--- config.mk ---
export PLATFORM = sky130hd
export DESIGN_NAME = srn_node
export DESIGN_NICKNAME = d
export VERILOG_FILES = /design/src/hdl/srn_pkg.sv /design/src/hdl/srn_node.sv /design/src/hdl/srn_shifter.sv /design/src/hdl/srn_sync.sv
export VERILOG_INCLUDE_DIRS = /design/src /design/src/hdl
export SDC_FILE = /design/constraint.sdc
export NUM_CORES = 1
export LEC_CHECK = 0
export BUFFER_PORTS_ARGS = -buffer_cell sky130_fd_sc_hd__buf_4
export CELL_PAD_IN_SITES_DETAIL_PLACEMENT = 0
export CELL_PAD_IN_SITES_GLOBAL_PLACEMENT = 1
export CORE_ASPECT_RATIO = 0.75
export CORE_MARGIN = 5
export CORE_UTILIZATION = 45
export CTS_BUF_LIST = sky130_fd_sc_hd__clkbuf_8
export DETAILED_ROUTE_END_ITERATION = 12
export PLACE_DENSITY_LB_ADDON = 0.1
export SETUP_SLACK_MARGIN = 0.5
export SLEW_MARGIN = 20
export SYNTH_ARGS = -nofsm -noshare
export SYNTH_HDL_FRONTEND = slang
export SYNTH_SLANG_ARGS = --single-unit
export TNS_END_PERCENT = 20
--- constraint.sdc ---
create_clock -name clk -period 5.3 [get_ports clk]
set_input_delay 0.53 -clock clk [delete_from_list [all_inputs] [get_ports clk]]
set_output_delay 0.53 -clock clk [all_outputs]
set_load 0.01 [all_outputs]
--- src/hdl/srn_regs.svh ---
/*
  Register offsets, field positions, reset values and state counts of the
  serial ring node. Assumes a 5-bit byte-wide register port.
*/
`ifndef SRN_REGS_SVH
`define SRN_REGS_SVH

`define SRN_ADDR_STATE 5'h14
`define SRN_ADDR_MSG0 5'h15
`define SRN_ADDR_MSG1 5'h16
`define SRN_ADDR_MSG2 5'h17
`define SRN_ADDR_MSG3 5'h18
`define SRN_ADDR_STATUS 5'h19
`define SRN_ADDR_NODE 5'h1a
`define SRN_ADDR_CTRL 5'h1b

`define SRN_B_WPEND 0
`define SRN_B_PREV 2
`define SRN_B_RING_EN 2

`define SRN_FLAGS_RST 6'h00
`define SRN_NODE_RST 3'h0
`define SRN_MSG_RST 32'h0000_0000

`define SRN_ST_IDLE 6'h00
`define SRN_ST_ARB 6'h01
`define SRN_ST_LOAD 6'h02
`define SRN_ST_XFER 6'h03
`define SRN_ST_XFER_END 6'h22
`define SRN_ST_PREP 6'h23
`define SRN_ST_ACK 6'h24
`define SRN_ST_LAST 6'h25

`endif

--- src/hdl/srn_pkg.sv ---
/*
  Types of the serial ring node: phases, flag set, register request.
  Assumes srn_regs.svh holds the numeric constants.
*/
package srn_pkg;
  typedef enum logic [2:0] {
    SRN_PH_IDLE = 3'b000,
    SRN_PH_ARB = 3'b001,
    SRN_PH_LOAD = 3'b010,
    SRN_PH_XFER = 3'b011,
    SRN_PH_PREP = 3'b100,
    SRN_PH_ACK = 3'b101,
    SRN_PH_DONE = 3'b110
  } srn_phase_t;

  // bit order equals the status register layout
  typedef struct packed {
    logic deaf;
    logic read_pend;
    logic nack;
    logic prev_master;
    logic master;
    logic write_pend;
  } srn_flags_t;

  typedef struct packed {
    logic [4:0] addr;
    logic [7:0] wdata;
    logic wr;
    logic rd;
  } srn_req_t;
endpackage

--- src/hdl/srn_node.sv ---
/*
  Serial ring node: 38-state message sequencer, wired data line,
  chain arbitration, status flags and byte register port.
  Assumes the serial clock is slow against clk and all pins are asynchronous.
*/
`timescale 1ns/10ps
`include "srn_regs.svh"

module srn_node import srn_pkg::*; (
  // clock and reset
  input wire logic clk,
  input wire logic rst,
  // register port
  input wire srn_req_t bus_req,
  output logic [7:0] rd_data,
  // ring pins
  input wire logic serial_clock_line,
  input wire logic sdl_in,
  output logic sdl_out,
  output logic sdl_oe,
  input wire logic chain_input,
  output logic chain_output,
  // processor interrupt
  output logic node_interrupt
);
  function automatic srn_phase_t phase_of(input logic [5:0] s);
    if (s == `SRN_ST_IDLE) return SRN_PH_IDLE;
    if (s == `SRN_ST_ARB) return SRN_PH_ARB;
    if (s == `SRN_ST_LOAD) return SRN_PH_LOAD;
    if (s <= `SRN_ST_XFER_END) return SRN_PH_XFER;
    if (s == `SRN_ST_PREP) return SRN_PH_PREP;
    if (s == `SRN_ST_ACK) return SRN_PH_ACK;
    return SRN_PH_DONE;
  endfunction

  logic [2:0] pins_s;
  logic sclk_s, sdl_s, chain_s;
  logic sclk_q_ff, nxt_sclk_q;
  logic [5:0] state_ff, nxt_state;
  logic rise, fall;
  srn_phase_t phase;
  srn_flags_t flags_ff, nxt_flags;
  logic load_done_ff, nxt_load_done;
  logic sample_ff, nxt_sample;
  logic [2:0] node_ff, nxt_node;
  logic ring_en_ff, nxt_ring_en;
  logic chain_ff, nxt_chain;
  logic sdl_out_ff, nxt_sdl_out, sdl_oe_ff, nxt_sdl_oe;
  logic irq_ff, nxt_irq;
  logic [7:0] rd_ff, nxt_rd;
  logic [31:0] msg;
  logic match, hearing, shift_en, msg_wr, wr_msg0, rd_msg3;

  srn_sync #(.W(3)) u_sync (
    .clk(clk),
    .rst(rst),
    .async_in({serial_clock_line, sdl_in, chain_input}),
    .sync_out(pins_s)
  );

  assign {sclk_s, sdl_s, chain_s} = pins_s;
  assign rise = sclk_s & ~sclk_q_ff;
  assign fall = ~sclk_s & sclk_q_ff;
  assign phase = phase_of(state_ff);
  assign match = (msg[31:29] == node_ff);
  assign hearing = ~flags_ff.deaf;
  assign shift_en = rise & (phase == SRN_PH_XFER) & hearing;
  assign msg_wr = bus_req.wr & (bus_req.addr >= `SRN_ADDR_MSG0)
    & (bus_req.addr <= `SRN_ADDR_MSG3);
  assign wr_msg0 = bus_req.wr & (bus_req.addr == `SRN_ADDR_MSG0);
  assign rd_msg3 = bus_req.rd & (bus_req.addr == `SRN_ADDR_MSG3);

  srn_shifter u_shift (
    .clk(clk),
    .rst(rst),
    .wr_en(msg_wr),
    .wr_idx(2'(bus_req.addr - `SRN_ADDR_MSG0)),
    .wr_data(bus_req.wdata),
    .shift_en(shift_en),
    .shift_in(sample_ff),
    .msg(msg)
  );

  // sequencer: counts rising serial clock edges; a stopped clock is the wait
  always_comb begin
    nxt_sclk_q = sclk_s;
    nxt_state = state_ff;
    nxt_sample = sample_ff;
    if (rise) begin
      nxt_state = (state_ff == `SRN_ST_LAST) ? `SRN_ST_IDLE
        : 6'(state_ff + 6'h01);
    end
    if (fall && phase == SRN_PH_XFER && hearing) begin
      nxt_sample = sdl_s;
    end
  end

  always_ff @(posedge clk or posedge rst) begin
    if (rst) begin
      sclk_q_ff <= 1'b0;
      state_ff <= `SRN_ST_IDLE;
      sample_ff <= 1'b0;
    end else begin
      sclk_q_ff <= nxt_sclk_q;
      state_ff <= nxt_state;
      sample_ff <= nxt_sample;
    end
  end

  // flags and software-owned control
  always_comb begin
    nxt_flags = flags_ff;
    nxt_load_done = load_done_ff;
    nxt_node = node_ff;
    nxt_ring_en = ring_en_ff;
    nxt_chain = chain_ff;
    // clears first so that hardware sets win in the same cycle
    if (rd_msg3) begin
      nxt_flags.read_pend = 1'b0;
    end
    if (wr_msg0) begin
      nxt_flags.write_pend = 1'b0;
      if (flags_ff.master && phase == SRN_PH_LOAD) begin
        nxt_load_done = 1'b1;
      end
    end
    if (bus_req.wr && bus_req.addr == `SRN_ADDR_STATUS) begin
      if (bus_req.wdata[`SRN_B_WPEND]) nxt_flags.write_pend = 1'b1;
      if (bus_req.wdata[`SRN_B_PREV]) nxt_flags.prev_master = 1'b1;
    end
    if (bus_req.wr && bus_req.addr == `SRN_ADDR_NODE) begin
      nxt_node = bus_req.wdata[2:0];
    end
    if (bus_req.wr && bus_req.addr == `SRN_ADDR_CTRL) begin
      nxt_ring_en = bus_req.wdata[`SRN_B_RING_EN];
    end
    if (phase == SRN_PH_ARB) begin
      nxt_chain = flags_ff.prev_master | (chain_s & ~flags_ff.write_pend);
    end
    if (rise) begin
      case (state_ff)
        `SRN_ST_IDLE: begin
          nxt_flags.prev_master = flags_ff.master;
          nxt_flags.master = 1'b0;
        end
        `SRN_ST_ARB: begin
          nxt_flags.master = flags_ff.write_pend & chain_s;
        end
        `SRN_ST_LOAD: begin
          nxt_flags.deaf = flags_ff.read_pend;
          nxt_load_done = 1'b0;
        end
        `SRN_ST_ACK: begin
          if (flags_ff.master) begin
            nxt_flags.nack = sdl_s;
          end
          if (match && hearing) begin
            nxt_flags.read_pend = 1'b1;
          end
        end
        `SRN_ST_LAST: begin
          nxt_flags.deaf = 1'b0;
        end
        default: begin
        end
      endcase
    end
  end

  always_ff @(posedge clk or posedge rst) begin
    if (rst) begin
      flags_ff <= `SRN_FLAGS_RST;
      load_done_ff <= 1'b0;
      node_ff <= `SRN_NODE_RST;
      ring_en_ff <= 1'b0;
      chain_ff <= 1'b0;
    end else begin
      flags_ff <= nxt_flags;
      load_done_ff <= nxt_load_done;
      node_ff <= nxt_node;
      ring_en_ff <= nxt_ring_en;
      chain_ff <= nxt_chain;
    end
  end

  // data line drive; released means enable low
  always_comb begin
    nxt_sdl_oe = 1'b0;
    nxt_sdl_out = 1'b1;
    nxt_irq = ring_en_ff & (flags_ff.master | flags_ff.nack | flags_ff.read_pend);
    case (phase)
      SRN_PH_LOAD: begin
        if (flags_ff.master && load_done_ff) begin
          nxt_sdl_oe = 1'b1;
          nxt_sdl_out = 1'b0;
        end
      end
      SRN_PH_XFER: begin
        if (flags_ff.master) begin
          nxt_sdl_oe = 1'b1;
          nxt_sdl_out = msg[31];
        end
      end
      SRN_PH_PREP, SRN_PH_DONE: begin
        if (flags_ff.master) begin
          nxt_sdl_oe = 1'b1;
          nxt_sdl_out = 1'b1;
        end
      end
      SRN_PH_ACK: begin
        if (match && hearing) begin
          nxt_sdl_oe = 1'b1;
          nxt_sdl_out = 1'b0;
        end
      end
      default: begin
      end
    endcase
  end

  always_ff @(posedge clk or posedge rst) begin
    if (rst) begin
      sdl_oe_ff <= 1'b0;
      sdl_out_ff <= 1'b1;
      irq_ff <= 1'b0;
    end else begin
      sdl_oe_ff <= nxt_sdl_oe;
      sdl_out_ff <= nxt_sdl_out;
      irq_ff <= nxt_irq;
    end
  end

  // register readback, valid only in the cycle after the strobe
  always_comb begin
    nxt_rd = 8'h00;
    if (bus_req.rd) begin
      case (bus_req.addr)
        `SRN_ADDR_STATE: nxt_rd = 8'(8'h01 << phase);
        `SRN_ADDR_MSG0: nxt_rd = msg[7:0];
        `SRN_ADDR_MSG1: nxt_rd = msg[15:8];
        `SRN_ADDR_MSG2: nxt_rd = msg[23:16];
        `SRN_ADDR_MSG3: nxt_rd = msg[31:24];
        `SRN_ADDR_STATUS: nxt_rd = {2'b00, flags_ff};
        `SRN_ADDR_NODE: nxt_rd = {5'h00, node_ff};
        `SRN_ADDR_CTRL: nxt_rd = 8'({ring_en_ff, 2'b00});
        default: nxt_rd = 8'h00;
      endcase
    end
  end

  always_ff @(posedge clk or posedge rst) begin
    if (rst) begin
      rd_ff <= 8'h00;
    end else begin
      rd_ff <= nxt_rd;
    end
  end

  assign rd_data = rd_ff;
  assign sdl_out = sdl_out_ff;
  assign sdl_oe = sdl_oe_ff;
  assign chain_output = chain_ff;
  assign node_interrupt = irq_ff;
endmodule

--- src/hdl/srn_shifter.sv ---
/*
  32-bit message register: byte writes from software, one-bit left shift.
  Assumes shift and write never coincide; shift wins if they do.
*/
`timescale 1ns/10ps
`include "srn_regs.svh"
module srn_shifter import srn_pkg::*; (
  // clock and reset
  input wire logic clk,
  input wire logic rst,
  // software byte write
  input wire logic wr_en,
  input wire logic [1:0] wr_idx,
  input wire logic [7:0] wr_data,
  // serial shift
  input wire logic shift_en,
  input wire logic shift_in,
  output logic [31:0] msg
);
  logic [31:0] msg_ff, nxt_msg;

  always_comb begin
    nxt_msg = msg_ff;
    if (shift_en) begin
      nxt_msg = {msg_ff[30:0], shift_in};
    end else if (wr_en) begin
      nxt_msg[wr_idx*8 +: 8] = wr_data;
    end
  end

  always_ff @(posedge clk or posedge rst) begin
    if (rst) begin
      msg_ff <= `SRN_MSG_RST;
    end else begin
      msg_ff <= nxt_msg;
    end
  end

  assign msg = msg_ff;
endmodule

--- src/hdl/srn_sync.sv ---
/*
  Two-stage synchroniser for pin inputs.
  Assumes inputs are asynchronous to clk; only stage two is read outside.
*/
`timescale 1ns/10ps
module srn_sync #(parameter int W = 3) (
  // clock and reset
  input wire logic clk,
  input wire logic rst,
  // pins and result
  input wire logic [W-1:0] async_in,
  output logic [W-1:0] sync_out
);
  logic [W-1:0] stage1_ff, stage2_ff;

  always_ff @(posedge clk or posedge rst) begin
    if (rst) begin
      stage1_ff <= '0;
      stage2_ff <= '0;
    end else begin
      stage1_ff <= async_in;
      stage2_ff <= stage1_ff;
    end
  end

  assign sync_out = stage2_ff;
endmodule

* Word-level counts from Yosys, hierarchy flattened
Index checks and enable logic that the tools add are counted.
** Word-level totals
- Register bits :: 69
- Bits in latches :: 0
- Bits in writable memories :: 0
- ROM bits :: 0
- Input port bits :: 20
- Output and inout port bits :: 12
- Word-level logic and storage cells :: 148
- Memories :: 0
** Cells by class
- Add/sub/neg operators :: 3
- Multipliers :: 0
- Div/mod/pow operators :: 0
- $lt $le $gt $ge :: 3
- Eq/ne operators :: 20
- Shift operators :: 3
- Multiplexer cells :: 65
- Bitwise operators :: 18
- Reduce and logical (&&, ||, !) cells :: 16
** Operators by type and width (number)
- 32-bit 2-to-1 mux :: 2
- 8-bit one-hot mux with 8 select lines :: 1
- 5-bit == test (second input constant) :: 8
- 1-bit 2-to-1 mux :: 40
- 3-bit 2-to-1 mux :: 13
- 5-bit negator with 34-bit output :: 1
- 8-bit by 34-bit variable shift with 32-bit output (first input constant) :: 1
- 8-bit by 34-bit variable part select with 32-bit output :: 1
- 32-bit bitwise mux :: 1
- 6-bit == test (second input constant) :: 3
- 1-bit bitwise AND :: 11
- 3-bit == test (second input constant) :: 3
- 1-bit logical AND :: 8
- 8-bit 2-to-1 mux :: 1
- 1-bit by 3-bit left shift with 8-bit output (first input constant) :: 1
- 6-bit by 1-bit adder with 6-bit output (second input constant) :: 1
- 3-bit by 2-bit == test with 1-bit output (second input constant) :: 2
- 6-bit by 1-bit == test with 1-bit output (second input constant) :: 1
- 6-bit by 2-bit == test with 1-bit output (second input constant) :: 1
- 6-bit <= comparator (second input constant) :: 1
- 6-bit logical NOT :: 1
- 6-bit 2-to-1 mux :: 1
- 1-bit one-hot mux with 3 select lines :: 2
- 2-bit nonzero test :: 3
- other kinds (13) :: 20

* Depth between registers and ports, before layout
- Depth after elaboration :: 29
- Gate-level depth with buffers :: 8

* Modules after synthesis
From an unflattened synthesis, not the netlist that was laid out.
** Unflattened totals
- Cell total of the unflattened synthesis :: 345
- Area, all modules :: 3739.8 µm²
** Modules (own cells, without submodules)
- srn_node :: times used 1, cells each 207, area each 2040.7 µm²
- srn_shifter :: times used 1, cells each 131, area each 1545.2 µm²
- srn_sync :: times used 1, cells each 7, area each 153.9 µm²

* Worst setup path after synthesis
OpenSTA, ideal clock, no wires.
- Path type :: input port to flip-flop
- Start point :: input bus_req[10] (netlist bit)
- End point :: register u_shift.msg_ff[16] (netlist: u_shift.msg[16])
- Library setup time :: 0.082 ns
- Data arrival time :: 1.928 ns
- Required time :: 5.218 ns
- Path slack :: 3.290 ns
- Stages on the path :: 8
- Buffers on the path :: 2
- Path through :: inv_1 ha_1 and4b_1 clkbuf_1 a32oi_2 clkbuf_1 o21ai_0 a31oi_1
** On the way
- Word-level cells in the longest chain between the ends :: 6
- Elaborated cells on any way between the ends :: 12
- Classes of those cells :: add/sub (2); order compare (2); shift (2); mux (3); bitwise (2); reduce/logical (1)
** RTL lines
- start: declaration :: line srn_node.sv:14 : input wire srn_req_t bus_req,
- 2-bit by 1-bit subtractor with 2-bit output (no line)
- 5-bit negator with 34-bit output :: line srn_shifter.sv:27 : nxt_msg[wr_idx*8 +: 8] = wr_data;
- 8-bit by 34-bit variable part select with 32-bit output / 8-bit by 34-bit variable shift with 32-bit output (equally long branches) :: line srn_shifter.sv:27
- 32-bit bitwise mux :: line srn_shifter.sv:27
- 32-bit 2-to-1 mux :: line srn_shifter.sv:26 : end else if (wr_en) begin
- 32-bit 2-to-1 mux :: line srn_shifter.sv:24 : if (shift_en) begin
- end signal: assignment :: line srn_shifter.sv:33 : msg_ff <= `SRN_MSG_RST;
- end signal: assignment :: line srn_shifter.sv:35 : msg_ff <= nxt_msg;
- end: declaration :: line srn_shifter.sv:20 : logic [31:0] msg_ff, nxt_msg;
Parallel ways exist; a longest one is shown, timed or not. The select of a mux whose other input is x is not followed.
A chain may end at the register's enable or synchronous reset.

* Worst setup path after layout
- Start point :: register state_ff[2]
- End point :: register u_shift.msg_ff[2] (netlist: u_shift.msg[2])
** On the way
- Word-level cells in the longest chain between the ends :: 17
- Elaborated cells on any way between the ends :: 44
- Classes of those cells :: order compare (1); eq/ne (5); mux (34); bitwise (2); reduce/logical (2)
** RTL lines
- start: declaration :: line srn_node.sv:39 : logic [5:0] state_ff, nxt_state;
- start signal: assignment :: line srn_node.sv:101 : state_ff <= `SRN_ST_IDLE;
- start signal: assignment :: line srn_node.sv:105 : state_ff <= nxt_state;
- 6-bit by 1-bit == test with 1-bit output / 6-bit == test (equally long branches)
- 3-bit 2-to-1 mux / 1-bit 2-to-1 mux (equally long branches) (2 in a row) :: line srn_node.sv:28, srn_node.sv:32
- 3-bit 2-to-1 mux / 1-bit 2-to-1 mux (equally long branches) :: line srn_node.sv:29, srn_node.sv:31
- 3-bit 2-to-1 mux / 1-bit 2-to-1 mux (equally long branches) :: line srn_node.sv:30 : if (s <= `SRN_ST_XFER_END) return SRN_PH_XFER;
- 3-bit 2-to-1 mux / 1-bit 2-to-1 mux (equally long branches) :: line srn_node.sv:31, srn_node.sv:29
- 3-bit 2-to-1 mux / 1-bit 2-to-1 mux (equally long branches) :: line srn_node.sv:32, srn_node.sv:28
- 3-bit 2-to-1 mux :: line srn_node.sv:33 : return SRN_PH_DONE;
- 3-bit 2-to-1 mux :: line srn_node.sv:32 : if (s == `SRN_ST_ACK) return SRN_PH_ACK;
- 3-bit 2-to-1 mux :: line srn_node.sv:31 : if (s == `SRN_ST_PREP) return SRN_PH_PREP;
- 3-bit 2-to-1 mux :: line srn_node.sv:30
- 3-bit 2-to-1 mux :: line srn_node.sv:29 : if (s == `SRN_ST_LOAD) return SRN_PH_LOAD;
- 3-bit 2-to-1 mux * :: line srn_node.sv:28 : if (s == `SRN_ST_ARB) return SRN_PH_ARB;
- 3-bit by 2-bit == test with 1-bit output * :: line srn_node.sv:67 : assign shift_en = rise & (phase == SRN_PH_XFER) & hearing;
- 1-bit bitwise AND * (2 in a row) :: line srn_node.sv:67
- 32-bit 2-to-1 mux / 2-bit nonzero test (equally long branches)
Every way passes the cells marked *; elsewhere a longest branch is shown, timed or not. The select of a mux whose other input is x is not followed.

==> metrics <==
run status=finished, final reports clean; Clock Sinks=69; Syn Nets=451; total clock buffers created by CTS=9; Port Buffers=31; reg2reg start=state_ff[2]; maximum VDD drop=252 uV; Critical Path Source=state_ff[2]; EDFF count, synth=0; hold_buf cts=0; first-pass GRT wire length=18800 um; GP Congestion=0.878; Util after Layout=52.2%; Worst setup SP type=register; Top FF cell, synth=dfrtp_1; Worst Reg-to-Reg Cells=4; Vias=3580; Area growth syn-to-layout=12.0%; n_diodes=0; worst stage delay on the critical path=0.68 ns; maximum level of the CTS H-tree=3; root buffer cell=clkbuf_8; Wirelength per Cell=21.8 um; post-CTS setup buffer count=0; DR iter-0 viols=439; largest net degree at the start of global routing=70; vias in the first global route=3280; Worst Tran Pin Value=0.959 ns; Yosys reg bits=69; fraction of layout cells with a size suffix above 1=15.5%; Clock Skews=0.00586 ns; via/cell ratio=6.53; worst path cell trace=nor4_4 > a211o_2 > nand2b_4 > a31oi_1; max-slew violations=0; Seq/Total Area, Yosys=43.5%; hold path start=chain_input; r2r setup slk=2.59 ns; DR pass1 iterations=5; worst hold path class=in -> reg; clk buf depth=2; relative slew slack=35.9%; Setup crit end kind=register; CORE AREA=8530 um^2; average size of a mapped cell=9.48 um^2; YS warnings=0; Row Count=29; Nets=467; fin cells=548; Post-synth ARST share=100%; Setup Crit Path Kind=reg -> reg; Final ANT Viol Nets=0; Starting Density=46.6%; post-synth cell types=63; post-layout min period=2.71 ns; dpl hpwl=8280 um; final hold violation count=0; worst-path fanout max=33; Hold Path End=u_sync.stage1_ff[0]; WP data arrival=2.93 ns; register clock-pin slew on the reported worst setup and hold paths=0.08 ns; initial antenna violation count=0; cts repair resizes=0; maximum clock rate=369 MHz; Post-Synthesis Cells=419; worst skew pair latency=0.36 ns; DRT Wirelength=11900 um; GRT overflow=0; Die Width=118 um; DIE AREA=10800 um^2; Cells after DPL=532; IO Pins=32; Worst Hold Path Cells=1; DRC viols=0; RSZ-0062 raised after global routing=false; worst reg2reg path endpoint=u_shift.msg[2]; die height=91.3 um; GRT Total Usage=22.0%; Leak Pwr=1.72 nW; Cell Area, Synth=3970 um^2; Max-cap violations=0; Crit-path slowest cell=nor4_4; Pwr Density=457 nW/um^2; fin crit share=51.1%; CTS tree=done; Worst Path Required=5.52 ns; setup tns final=0 ns; final-report setup violation count=0
==> power by group <==
group / leakage [nW] / internal, W / switching (W)
clock: 0.116 / 0.000315 / 0.000218
combinational: 0.799 / 0.000244 / 0.000370
sequential: 0.803 / 0.000685 / 0.000202
total: 1.72 / 0.00124 / 0.000790
==> worst max-delay path, delay by kind of cell, from the launching register on <==
kind	cells	cell delay [ns]
AOI/OAI and AO/OA	2	0.82
and+or+nand+nor	2	1.18
DFF	1	0.55
==> state kept, by name, indices dropped and copies added, names as in the netlist, 3 cells and up <==
register and count:
rd_data 8, u_sync.stage1_ff 3, node_ff 3, u_sync.sync_out 3
u_shift.msg 32, flags_ff 6, state_ff 6
==> area by class of cell <==
type / instances / area (um^2)
Sequential cell: 69 / 1730
Clock buffer: 9 / 124
Fill cell: 796 / 4080
Inverter: 11 / 41.3
Tap cell: 108 / 135
Timing Repair Buffer: 34 / 255
Clock inverter: 7 / 123
Multi-Input combinational cell: 310 / 2040
==> cells in the final DEF, fill, tap and decap left out, drive strengths merged, types with 2 or more instances in the layout <==
cell type / n
nor2b: 13
a2bb2oi: 2
a21oi: 9
nand3b: 6
a22o: 5
inv: 12
ha: 12
mux2i: 2
a41oi: 2
xor2: 3
a222oi: 3
a32oi: 2
and4b: 2
a22oi: 8
nor4: 2
mux2: 7
buf: 34
nand3: 10
and3: 4
nand4: 20
o21ai: 41
nor3: 34
o22ai: 2
a31oi: 37
or3: 3
nor2: 12
nand2: 32
clkinvlp: 2
bufinv: 3
o2bb2ai: 2
and2: 2
dfrtp: 68
a32o: 6
and4: 2
clkbuf: 9
nand2b: 6
o41ai: 2
==> metal layers <==
layer	share of wire, %	GRT usage (%)
met1	49	34.3
met2	42	29.9
met4	0.71	3.12
met5	0	0
met3	9.1	7.83
==> through the flow <==
step           hold WS, ns  instance area [um^2]  power, W  setup WS [ns]
4_1_cts              0.261                  4440   0.00203           2.21
3_5_place_dp         0.337                  4200   0.00149           2.23
6_report             0.271                  4450   0.00203           2.59
2_1_floorplan        0.331                  3970   0.00130           3.03
5_1_grt              0.246                  4450   0.00214           2.46
3_3_place_gp         0.333                  4200   0.00148           2.32
==> how the worst max path moves through the flow <==
stage | to | slack (ns)
floorplan | chain_output | 3.03
global placement | u_shift.msg[7] | 2.32
detailed placement | u_shift.msg[8] | 2.23
CTS | u_shift.msg[8] | 2.21
global route | u_shift.msg[1] | 2.46
finish | u_shift.msg[2] | 2.59
==> synthesized netlist by cell type (2+ instances only) <==
library cell,count,area [um^2]
dfrtp_1,68,1700
o21ai_0,41,205
a31oi_1,37,231
nor3_1,34,170
nand2_1,32,120
nand4_1,20,125
nor2b_1,13,81.3
clkbuf_1,12,45.0
ha_1,12,150
nor2_1,12,45.0
inv_1,11,41.3
nand3_1,10,50.1
a21oi_1,9,45.0
a22oi_1,7,52.6
mux2_2,7,78.8
a32o_1,6,60.1
buf_2,6,30.0
nand3b_1,6,45.0
a22o_1,5,43.8
nand2b_1,5,31.3
and3_1,4,25.0
buf_6,4,45.0
a222oi_1,3,30.0
buf_1,3,11.3
or3_1,3,18.8
xor2_1,3,26.3
a2bb2oi_1,2,17.5
a41oi_1,2,17.5
and2_1,2,12.5
and4_1,2,17.5
and4b_1,2,20.0
buf_4,2,15.0
mux2i_1,2,20.0
o22ai_1,2,12.5
o2bb2ai_1,2,17.5
==> cell families (layout without fill, tap and decap cells) <==
| kind of cell | Yosys count | in the layout | share of synthesized area (%) |
|---|---|---|---|
| buffers and inverters | 40 | 61 | 5.20 |
| multiplexers | 9 | 9 | 2.49 |
| XOR/XNOR | 4 | 4 | 0.883 |
| flip-flops | 69 | 69 | 43.5 |
| adder cells (fa/ha/maj) | 12 | 12 | 3.78 |
| AO/OA/AOI/OAI | 133 | 133 | 23.1 |
| AND/OR/NAND/NOR | 152 | 152 | 21.0 |
(Power assumes the default switching activity.)
